**src/rtl/cpu_reset_regs.svh**
```systemverilog
// timing counts, pin reset levels and register reset values
`ifndef CPU_RESET_REGS_SVH
`define CPU_RESET_REGS_SVH
`define RESET_MIN_CYCLES    5'd16
`define INIT_CYCLES         6'd50
`define ABORT_FALL_EDGES    2'd2
`define SYNC_STAGES         3
`define PIN_ADDR_RESET      24'hFFFFFF
`define POWERON_ADDR        24'hFFFFF0
`define REG_RESET           16'h0000
`define MSW_RESET           16'hFFF0
`define IP_RESET            16'hFFF0
`define CODE_SEG_RESET      16'hF000
`define REAL_ADDR_MASK      24'h0FFFFF
`endif

```
**src/rtl/cpu_reset_pkg.sv**
```systemverilog
// types shared by the reset and register state logic
package cpu_reset_pkg;
  typedef enum logic [3:0] {
    ST_RESET = 4'b0001,
    ST_INIT  = 4'b0010,
    ST_FETCH = 4'b0100,
    ST_RUN   = 4'b1000
  } seq_state_e;

  typedef struct packed {
    logic        busStatus0;
    logic        busStatus1;
    logic        coprocOperandAck;
    logic [23:0] addr;
    logic        upperByteEnable;
    logic        busLock;
    logic        memOrIo;
    logic        codeOrIntAck;
    logic        holdAcknowledge;
  } pins_s;

  typedef enum logic [1:0] {
    WR_WORD = 2'h0,
    WR_LOW  = 2'h1,
    WR_HIGH = 2'h2
  } wr_size_e;

  typedef struct packed {
    logic       en;
    logic [3:0] idx;
    wr_size_e   size;
    logic [15:0] data;
  } reg_wr_s;
endpackage : cpu_reset_pkg

```
**src/rtl/cpu_reset_core.sv**
```systemverilog
// reset sequencer, static clocking and programmer register file
`include "cpu_reset_regs.svh"

// Behaviour
// reset high over 16 cycles reinitialises
// reset drives defined pin levels
// operation starts after reset falls
// generator releases reset synchronous to clock
// fifty init cycles, then power-on fetch
// synchronous reset aborts at second falling edge
// asynchronous reset leaves clock phase undefined
// synchronous assertion only needed for phase lock
// all state static, no refresh
// works from DC to maximum clock
// clock stoppable in either phase, resumes
// single clock stepping holds state
// real mode 1MB, protected 16MB physical; protected mode here forms only 16-bit addresses, upper 8 bits zero
// both modes share registers and instructions
// eight general words, four byte-split
// four segment registers
// four general registers serve base/index
// flags, status word and instruction pointer
// reset input passes a synchroniser
module cpu_reset_core
  import cpu_reset_pkg::*;
#(
  parameter int INIT_CYCLES = 50
) (
  // clock and system reset
  input  wire logic        core_clk,
  input  wire logic        rstn,
  input  wire logic        sysReset,
  // system clock edge enables, from the clock generator
  input  wire logic        clkFallEn,
  input  wire logic        clkRiseEn,
  // register file access
  input  wire reg_wr_s     regWr,
  input  wire logic [3:0]  rdIdx,
  input  wire logic [2:0]  baseIdxSel,
  input  wire logic        protMode,
  input  wire logic [15:0] offset,
  // outputs
  output pins_s            pins,
  output logic [15:0]      rdData,
  output logic [23:0]      effAddr,
  output logic             procPhase,
  output logic             running,
  output logic             cycleAbort,
  output logic             reinitDone
);
  logic        resetSync;
  seq_state_e  state;
  seq_state_e  next_state;
  logic [4:0]  holdCnt;
  logic [4:0]  next_holdCnt;
  logic [5:0]  initCnt;
  logic [5:0]  next_initCnt;
  logic [1:0]  fallCnt;
  logic [1:0]  next_fallCnt;
  logic        next_procPhase;
  logic        next_cycleAbort;
  logic        next_reinitDone;
  logic        next_running;
  pins_s       next_pins;
  logic [15:0] regs [15];
  logic [15:0] next_regs [15];
  logic [15:0] next_rdData;
  logic [23:0] next_effAddr;

  // index 0..7 general, 8..11 segment, 12 flags, 13 status word, 14 ip
  localparam int SEG_CS = 9;
  localparam int IDX_IP = 14;
  localparam int IDX_MSW = 13;

  reset_sync #(.STAGES(`SYNC_STAGES)) uSync (
    .core_clk (core_clk),
    .din      (sysReset),
    .dout     (resetSync)
  );

  // base/index decode: bx, bp, si, di selected by the addressing mode
  function automatic logic [15:0] baseIndex(input logic [2:0] sel,
      input logic [15:0] b, input logic [15:0] bp,
      input logic [15:0] si, input logic [15:0] di);
    case (sel)
      3'h0:    baseIndex = b + si;
      3'h1:    baseIndex = b + di;
      3'h2:    baseIndex = bp + si;
      3'h3:    baseIndex = bp + di;
      3'h4:    baseIndex = si;
      3'h5:    baseIndex = di;
      3'h6:    baseIndex = bp;
      default: baseIndex = b;
    endcase
  endfunction : baseIndex

  function automatic pins_s resetPins();
    pins_s p;
    p.busStatus0       = 1'b1;
    p.busStatus1       = 1'b1;
    p.coprocOperandAck = 1'b1;
    p.addr             = `PIN_ADDR_RESET;
    p.upperByteEnable  = 1'b1;
    p.busLock          = 1'b1;
    p.memOrIo          = 1'b0;
    p.codeOrIntAck     = 1'b0;
    p.holdAcknowledge  = 1'b0;
    return p;
  endfunction : resetPins

  // sequencer; counters and phase advance only on fall enables, so a stopped
  // clock freezes them; the ST_RESET and ST_FETCH steps do not wait for an edge
  always_comb begin
    next_state      = state;
    next_holdCnt    = holdCnt;
    next_initCnt    = initCnt;
    next_fallCnt    = fallCnt;
    next_procPhase  = procPhase;
    next_cycleAbort = 1'b0;
    next_reinitDone = 1'b0;
    next_running    = running;
    next_pins       = pins;
    if (clkFallEn) begin
      next_procPhase = ~procPhase;
    end
    if (resetSync) begin
      next_pins    = resetPins();
      next_running = 1'b0;
      if (clkFallEn && holdCnt <= `RESET_MIN_CYCLES) begin
        next_holdCnt = holdCnt + 5'd1;
      end
      if (clkFallEn && fallCnt < `ABORT_FALL_EDGES) begin
        next_fallCnt = fallCnt + 2'd1;
        if (fallCnt + 2'd1 == `ABORT_FALL_EDGES) begin
          next_cycleAbort = 1'b1;
          next_procPhase  = 1'b0;
        end
      end
      if (clkFallEn && holdCnt == `RESET_MIN_CYCLES) begin
        next_reinitDone = 1'b1;
      end
      // a short pulse only aborts; release still reruns the init count
      next_initCnt = 6'd0;
      if (next_holdCnt > `RESET_MIN_CYCLES) begin
        next_state = ST_RESET;
      end else begin
        next_state = ST_INIT;
      end
    end else begin
      next_holdCnt = 5'd0;
      next_fallCnt = 2'd0;
      case (state)
        ST_RESET: begin
          next_state   = ST_INIT;
          next_initCnt = 6'd0;
        end
        ST_INIT: begin
          if (clkFallEn) begin
            if (initCnt == 6'(INIT_CYCLES - 1)) begin
              next_state = ST_FETCH;
            end else begin
              next_initCnt = initCnt + 6'd1;
            end
          end
        end
        ST_FETCH: begin
          next_pins.addr         = `POWERON_ADDR;
          next_pins.memOrIo      = 1'b1;
          next_pins.codeOrIntAck = 1'b1;
          next_pins.busStatus0   = 1'b0;
          next_running           = 1'b1;
          next_state             = ST_RUN;
        end
        ST_RUN: begin
          next_pins.busStatus0 = 1'b1;
          next_pins.addr       = effAddr;
        end
        default: next_state = ST_RESET;
      endcase
    end
  end

  always_ff @(posedge core_clk) begin
    if (!rstn) begin
      state      <= ST_RESET;
      holdCnt    <= 5'd0;
      initCnt    <= 6'd0;
      fallCnt    <= 2'd0;
      procPhase  <= 1'b0;
      cycleAbort <= 1'b0;
      reinitDone <= 1'b0;
      running    <= 1'b0;
      pins       <= resetPins();
    end else begin
      state      <= next_state;
      holdCnt    <= next_holdCnt;
      initCnt    <= next_initCnt;
      fallCnt    <= next_fallCnt;
      procPhase  <= next_procPhase;
      cycleAbort <= next_cycleAbort;
      reinitDone <= next_reinitDone;
      running    <= next_running;
      pins       <= next_pins;
    end
  end

  // register file: same set in either mode
  always_comb begin
    for (int i = 0; i < 15; i++) begin
      next_regs[i] = regs[i];
    end
    if (state == ST_RESET && resetSync) begin
      for (int i = 0; i < 15; i++) begin
        next_regs[i] = `REG_RESET;
      end
      next_regs[SEG_CS]  = `CODE_SEG_RESET;
      next_regs[IDX_MSW] = `MSW_RESET;
      next_regs[IDX_IP]  = `IP_RESET;
    end else if (regWr.en && running && regWr.idx < 4'd15) begin
      if (regWr.idx < 4'd4 && regWr.size == WR_LOW) begin
        next_regs[regWr.idx][7:0] = regWr.data[7:0];
      end else if (regWr.idx < 4'd4 && regWr.size == WR_HIGH) begin
        next_regs[regWr.idx][15:8] = regWr.data[7:0];
      end else begin
        next_regs[regWr.idx] = regWr.data;
      end
    end
    next_rdData = (rdIdx < 4'd15) ? regs[rdIdx] : 16'h0000;
    // offset arithmetic wraps at 16 bits before the segment is added
    next_effAddr = {8'h00, 16'(offset + baseIndex(baseIdxSel, regs[3],
                   regs[5], regs[6], regs[7]))};
    if (protMode) begin
      next_effAddr = next_effAddr;
    end else begin
      next_effAddr = 24'({regs[11], 4'h0}) + next_effAddr;
      next_effAddr = next_effAddr & `REAL_ADDR_MASK;
    end
  end

  always_ff @(posedge core_clk) begin
    for (int i = 0; i < 15; i++) begin
      regs[i] <= next_regs[i];
    end
    if (!rstn) begin
      rdData  <= 16'h0000;
      effAddr <= 24'h000000;
    end else begin
      rdData  <= next_rdData;
      effAddr <= next_effAddr;
    end
  end
endmodule : cpu_reset_core

```
**src/rtl/reset_sync.sv**
```systemverilog
// multi-stage synchroniser for the reset input
module reset_sync #(
  parameter int STAGES = 3
) (
  // clock
  input  wire logic core_clk,
  // raw and synchronised level
  input  wire logic din,
  output logic      dout
);
  logic [STAGES-1:0] chain;
  logic [STAGES-1:0] next_chain;

  always_comb begin
    next_chain = {chain[STAGES-2:0], din};
  end

  // first stage only feeds the second
  always_ff @(posedge core_clk) begin
    chain <= next_chain;
  end

  assign dout = chain[STAGES-1];
endmodule : reset_sync

```
**config.mk**
```make
export PLATFORM = sky130hd
export DESIGN_NAME = cpu_reset_core
export DESIGN_NICKNAME = d
export VERILOG_FILES = /design/src/rtl/cpu_reset_pkg.sv /design/src/rtl/cpu_reset_core.sv /design/src/rtl/reset_sync.sv
export VERILOG_INCLUDE_DIRS = /design/src /design/src/rtl
export SDC_FILE = /design/constraint.sdc
export NUM_CORES = 1
export LEC_CHECK = 0
export BUFFER_PORTS_ARGS = -buffer_cell sky130_fd_sc_hd__buf_4
export CAP_MARGIN = 10
export CORE_ASPECT_RATIO = 0.5
export CORE_MARGIN = 5
export CORE_UTILIZATION = 60
export DETAILED_ROUTE_END_ITERATION = 6
export GPL_ROUTABILITY_DRIVEN = 0
export PLACE_DENSITY = 0.78
export SYNTH_ARGS = -nofsm -noshare
export SYNTH_HDL_FRONTEND = slang
export SYNTH_SLANG_ARGS = --single-unit
```
**constraint.sdc**
```tcl
create_clock -name core_clk -period 13.75 [get_ports core_clk]
set_input_delay 2.0625 -clock core_clk [delete_from_list [all_inputs] [get_ports core_clk]]
set_output_delay 2.0625 -clock core_clk [all_outputs]
set_load 0.01 [all_outputs]
```
# ---- After elaboration in Yosys (flattened, before gate mapping)
# Memories as Yosys holds them, arrays and structs flattened. A register that Yosys moved wholly into a read port is not among the register bits.
# Index checks and enable logic that the tools add are counted.
# Widths: inputs -> output; s select.
dict set report classes {
  n_addsub 9
  multipliers 0
  n_div 0
  order_cmp 8
  n_eq_ne 20
  n_shift 0
  n_mux 33
  bitwise 3
  reduce_logical 20
}
# operator count
set op_table {}
lappend op_table {{$mux 240} 4}
lappend op_table {{$bwmux 240} 3}
lappend op_table {{$demux 16 s4} 3}
lappend op_table {{$pmux 16 s7} 1}
lappend op_table {{$add 16x16->16} 5}
lappend op_table {{$mux 16} 3}
lappend op_table {{$pmux 24 s2} 1}
lappend op_table {{$add 20x16->20} 1}
lappend op_table {{$pmux 4 s4} 1}
lappend op_table {{$mux 4} 3}
lappend op_table {{$mux 6} 2}
lappend op_table {{$pmux 6 s2} 1}
lappend op_table {{$mux 5} 2}
lappend op_table {{$eq 3x3->1 const B} 3}
lappend op_table {{$logic_and 1x1->1} 9}
lappend op_table {{$reduce_and 3->1} 3}
lappend op_table {{$lt 4x4->1 const B} 2}
lappend op_table {{$mux 8} 1}
lappend op_table {{$add 6x1->6 const B} 1}
lappend op_table {{$eq 3x2->1 const B} 2}
lappend op_table {{$eq 6x6->1 const B} 1}
lappend op_table {{$mux 1} 6}
lappend op_table {{$ne 3x2->1 const B} 2}
lappend op_table {{$add 5x1->5 const B} 1}
lappend op_table {{26 further kinds} 32}
dict set report totals {
  register_bits 73
  latchBits 0
  ramBits 240
  romBits 0
  input_bits 52
  output_inout_bits 76
  word_cells 107
  mem_count 1
}
# name words width rd rd_clocked_by_memory_dff wr line_no
set memory_table {}
lappend memory_table {regs 15 16 16 1 15 cpu_reset_core.sv:65} ;# logic [15:0] regs [15];

# ---- Longest topological paths before layout
dict set report depth {
  depth_word 10
  mapped_depth 30
  depth_no_buf 28
}

# ---- Hierarchy
# A second synthesis with hierarchy kept.
dict set report hier_totals {
  hier_cells 1980
  area_unflattened_um2 16937.5
}
# mod instances cells_per_inst area_each_um2 seq_area_each_um2
set modules_own_cells {}
lappend modules_own_cells {cpu_reset_core 1 1977 16877.4 6386.1}
lappend modules_own_cells {reset_sync 1 3 60.1 60.1}

# ---- Worst setup path after synthesis
# OpenSTA, ideal clock, no wires.
dict set report synth_timing {
  kind {input port to flip-flop}
  from {input baseIdxSel[1]}
  to {register effAddr[16]}
  setup_time_ps 106
  arrival_ps 7847
  required_time_ps 13644
  path_slack_ps 5797
  path_stages 28
  path_buffers 3
  cell_sequence {buf_2 nor2b_1 buf_2 nand2_1 clkbuf_1 mux2_2 ha_1 fa_1 a21o_1 a21o_1 a21o_1 a2111o_1 nand3_1 a21boi_0 xnor2_1 o22ai_1 ha_1 a21oi_1 nand2_1 nor2_1 a21oi_1 o21ai_0 xor2_1 ha_1 or4b_2 a21oi_1 a31oi_1 o311ai_0}
}
dict set report synth_between {
  elab_chain_len 4
  word_cells_on_any_way 10
  cone_classes {add/sub: 2; eq/ne: 6; mux: 1; reduce/logical: 1}
}
# item line_no
set synth_rtl {}
lappend synth_rtl {{from (decl)} cpu_reset_core.sv:39} ;# input wire logic [2:0] baseIdxSel,
lappend synth_rtl {{$eq 3x3->1, or another cell as far along} cpu_reset_core.sv:85} ;# case (sel)
lappend synth_rtl {{$pmux 16 s7 *} cpu_reset_core.sv:85}
lappend synth_rtl {{$add 16x16->16 *} cpu_reset_core.sv:230} ;# next_effAddr = {8'h00, 16'(offset + baseIndex(baseIdxSel, regs[3],
lappend synth_rtl {{$add 20x16->20 *} cpu_reset_core.sv:235} ;# next_effAddr = 24'({regs[11], 4'h0}) + next_effAddr;
lappend synth_rtl {{to (signal assigned)} cpu_reset_core.sv:249} ;# effAddr <= next_effAddr;
lappend synth_rtl {{to (decl)} cpu_reset_core.sv:45} ;# output logic [23:0] effAddr,
# Every way passes the cells marked *; elsewhere a longest branch is shown, timed or not.
# A chain may end at the register's enable or synchronous reset.

# ---- Final worst setup path
# Same ends and word-level chain as after synthesis.

==> flow_summary_export.csv <==
group,metric,value,unit
run_status,status,"finished clean",
grt,antenna_found_initial,0,
detailed_routing,vias_per_cell,6.11,
critical_path,cp-start-kind,"primary input",
sta,post-route-period-util,64.9,%
floorplan,rows,43,
placed_design,dpl.hpwl,34.1,mm
sta,fmax,112,MHz
finish,final_util,67.8,%
pwr,switchingPower,0.000494,W
sta,finalHoldViolCount,0,
grt,grt_usage,29.8,%
yosys,yosysWarningCount,0,
placed_design,dp.cells,2363,
sta,holdWs,0.327,ns
finish,final_cells,2410,
yosys,synth_top_flop_cell,"dfxtp_1",
clocking,cts_resized,0,
clocking,cts_made_buffers,29,
detailed_routing,wl,48.5,mm
finish,area_delta_synth_final,10.9,%
critical_path,rr_worst_depth,25,
sta,tns,0,ns
floorplan,start_util,61.1,%
clocking,postCtsHoldBufs,0,
detailed_routing,drt-initial-drc-count,1632,
yosys,yosys.area.top_type,"dfxtp_1",
detailed_routing,drcViolationCount,0,
run,cap_violations,0,
floorplan,core,27800,µm²
floorplan,num_io_pins,128,
sta,rsz0062_at_grt,"false",
floorplan,dieArea,31900,µm²
clocking,h-tree-depth,1,
yosys,syn_area_per_cell,8.57,µm²
sta,fin_skew,0.0123,ns
sta,min_period,8.93,ns
sta,layout_setup_ws,4.82,ns
detailed_routing,ant_nets,0,
critical_path,worst-setup-path-type,"primary input to register",
pwr,power_frac_comb,10.1,%
critical_path,critical_path_arrival,9.35,ns
pwr,p_sw_share,25.2,%
finish,antennaDiodeCount,0,
pwr,leakage,7.49,nW
grt,grt_pass1_vias,13600,
pwr,cellPowerDensity,104,nW/µm²
detailed_routing,firstDrtPassIters,6,
min_path,worstHoldPathType,"register to register",
yosys,synth_top_area_share,38.0,%
critical_path,crit_fanout,36,
grt,grt_start_max_net_pins,83,
sta,drv_slew,0,
pwr,p_int,0.00147,W
placed_design,io_buffers,117,
yosys,ys_types,76,
floorplan,die_x,248,µm
clocking,clockBufferDepth,3,
yosys,synth_cells,1980,
critical_path,required,14.17,ns
sta,worst_slew_margin_rel,20.2,%
finish,fin_nets,2132,
yosys,ys_seq_area_share,38.0,%
clocking,tritoncts,"yes",
grt,gr-total-overflow,0,
clocking,clk_latency,0.58,ns
critical_path,end_kind,"register",
yosys,syn_area,17000,µm²
sta,worst_slew_pin_slew,1.19,ns
yosys,synth.area.top_cells,"dfxtp_1 (38%), nand2_1 (10%), mux4_2 (9.0%)",
yosys,synth-seq-cells,322,
detailed_routing,vias,14700,
pwr,ir_drop,0.0000991,V
detailed_routing,detail_route.wl_per_cell,20.1,µm
pwr,p_clk_share,41.5,%
min_path,hold_depth,0,
yosys,synth_edf_count,0,
finish,nFillCells,2272,
finish,drive_above_1_share,14.9,%
placed_design,post-place-ws,4.37,ns
grt,grt_pass1_wl,75.3,mm
pwr,seqPwrFrac,48.4,%
floorplan,die_h,129,µm
clocking,path_clk_slew,0.06,ns
clocking,cts_sinks,322,
yosys,yosysMostFrequentCell,"nand2_1",
sta,setup_viol,0,
yosys,synthTopCellsByCount,"nand2_1 (456), dfxtp_1 (322), a21oi_1 (214)",
clocking,post_cts_buffers,0,
yosys,postSynth.asyncResetShare,0,%
clocking,cts_root_buf,"clkbuf_16",
critical_path,r2r_slack,7.91,ns
==> flip-flops by register name, summed over array words and instances, names as in the netlist <==
| name | cells |
|---|---|
| regs | 240 |
| pins | 22 |
| effAddr | 20 |
| rdData | 16 |
| initCnt | 6 |
| holdCnt | 5 |
| state | 4 |
| uSync.chain | 3 |
| fallCnt | 2 |
| cycleAbort | 1 |
| procPhase | 1 |
| reinitDone | 1 |
| running | 1 |
==> worst max-delay path: stages <==
cell and delay (ns):
buf_4 0.35, nor2b_1 0.75, nand2_1 0.67, mux2_2 0.47, ha_1 0.22, fa_1 0.44, a21o_1 0.19, a21o_1 0.20
a21o_1 0.20, a21oi_1 0.21, xor2_1 0.15, o21ai_0 0.11, a21oi_1 0.14, nor2_1 0.05, ha_1 0.33, o21a_1 0.12
o21a_1 0.20, a211oi_1 0.28, nor2_1 0.11, o21ai_0 0.25, a21oi_1 0.16, xor2_1 0.17, ha_1 0.34, nand2_1 0.10
o31ai_1 0.56, a21oi_1 0.14, a31oi_1 0.17, o311ai_0 0.18
==> kinds of logic (layout without fill, tap and decap cells) <==
logic type / Yosys count / in the layout / synth area share, %
AND/OR/NAND/NOR: 772 / 772 / 19.2
AO/OA/AOI/OAI: 428 / 428 / 15.5
other: 2 / 9 / 0.0443
adder cells (fa/ha/maj): 68 / 68 / 5.19
buffers and inverters: 166 / 207 / 4.06
XOR/XNOR: 58 / 58 / 3.00
flip-flops: 322 / 322 / 38.0
multiplexers: 164 / 164 / 15.0
==> layout make-up <==
cell class                      count  area, µm²  area share [%]
Multi-Input combinational cell   1499       9860            52.4
Inverter                           26       97.6           0.519
Timing Repair Buffer              134       1010            5.35
Sequential cell                   322       6450            34.3
Clock buffer                       41        821            4.36
Tap cell                          382        478            2.54
Clock inverter                      6        104           0.552
==> worst paths after layout <==
check,startpoint,to
setup reg to reg,regs[6][0]$_SDFFE_PP0P_,effAddr[16]$_SDFF_PP0_
hold / removal,uSync.chain[1]$_DFF_P_,uSync.chain[2]$_DFF_P_
setup / recovery,baseIdxSel[1],effAddr[16]$_SDFF_PP0_
hold reg to reg,uSync.chain[1]$_DFF_P_,uSync.chain[2]$_DFF_P_
==> stage by stage <==
stage	total power, W	cell area [µm²]
after floorplan	0.00110	17000
after global placement	0.00116	17900
after CTS	0.00197	18800
after global routing	0.00203	18800
final	0.00196	18800
after detailed placement	0.00116	17900
==> layer usage <==
layer | wire length [µm] | share of wire (%) | up-vias | GRT usage, %
met5 | 0 | 0 | - | 0
met4 | 967 | 2.0 | 0 | 6.26
met3 | 6320 | 13 | 74 | 9.24
met2 | 20800 | 43 | 676 | 46.0
met1 | 20300 | 42 | 6993 | 41.7
li1 | - | - | 6993 | -
==> placed cells by master, fill, tap and decap left out, types with 23 or more instances in the layout <==
cell type    n
a21oi_1    214
xnor2_1     35
mux4_2      68
nand3_1     55
dfxtp_1    322
nand2_1    456
clkbuf_16   29
nor2_1     162
xor2_1      23
mux2_2      41
buf_4      134
ha_1        64
mux2i_1     55
inv_1       26
o21ai_0     51
nor2b_1     26
a211oi_1    39
==> power by group through the flow <==
stage               Clock (W)  Combinational (W)  Sequential [W]
global placement            0           0.000193        0.000969
floorplan                   0           0.000132        0.000971
detailed placement          0           0.000194        0.000970
global route         0.000864           0.000214        0.000950
finish               0.000814           0.000198        0.000949
CTS                  0.000821           0.000195        0.000949
(Power assumes the default switching activity.)
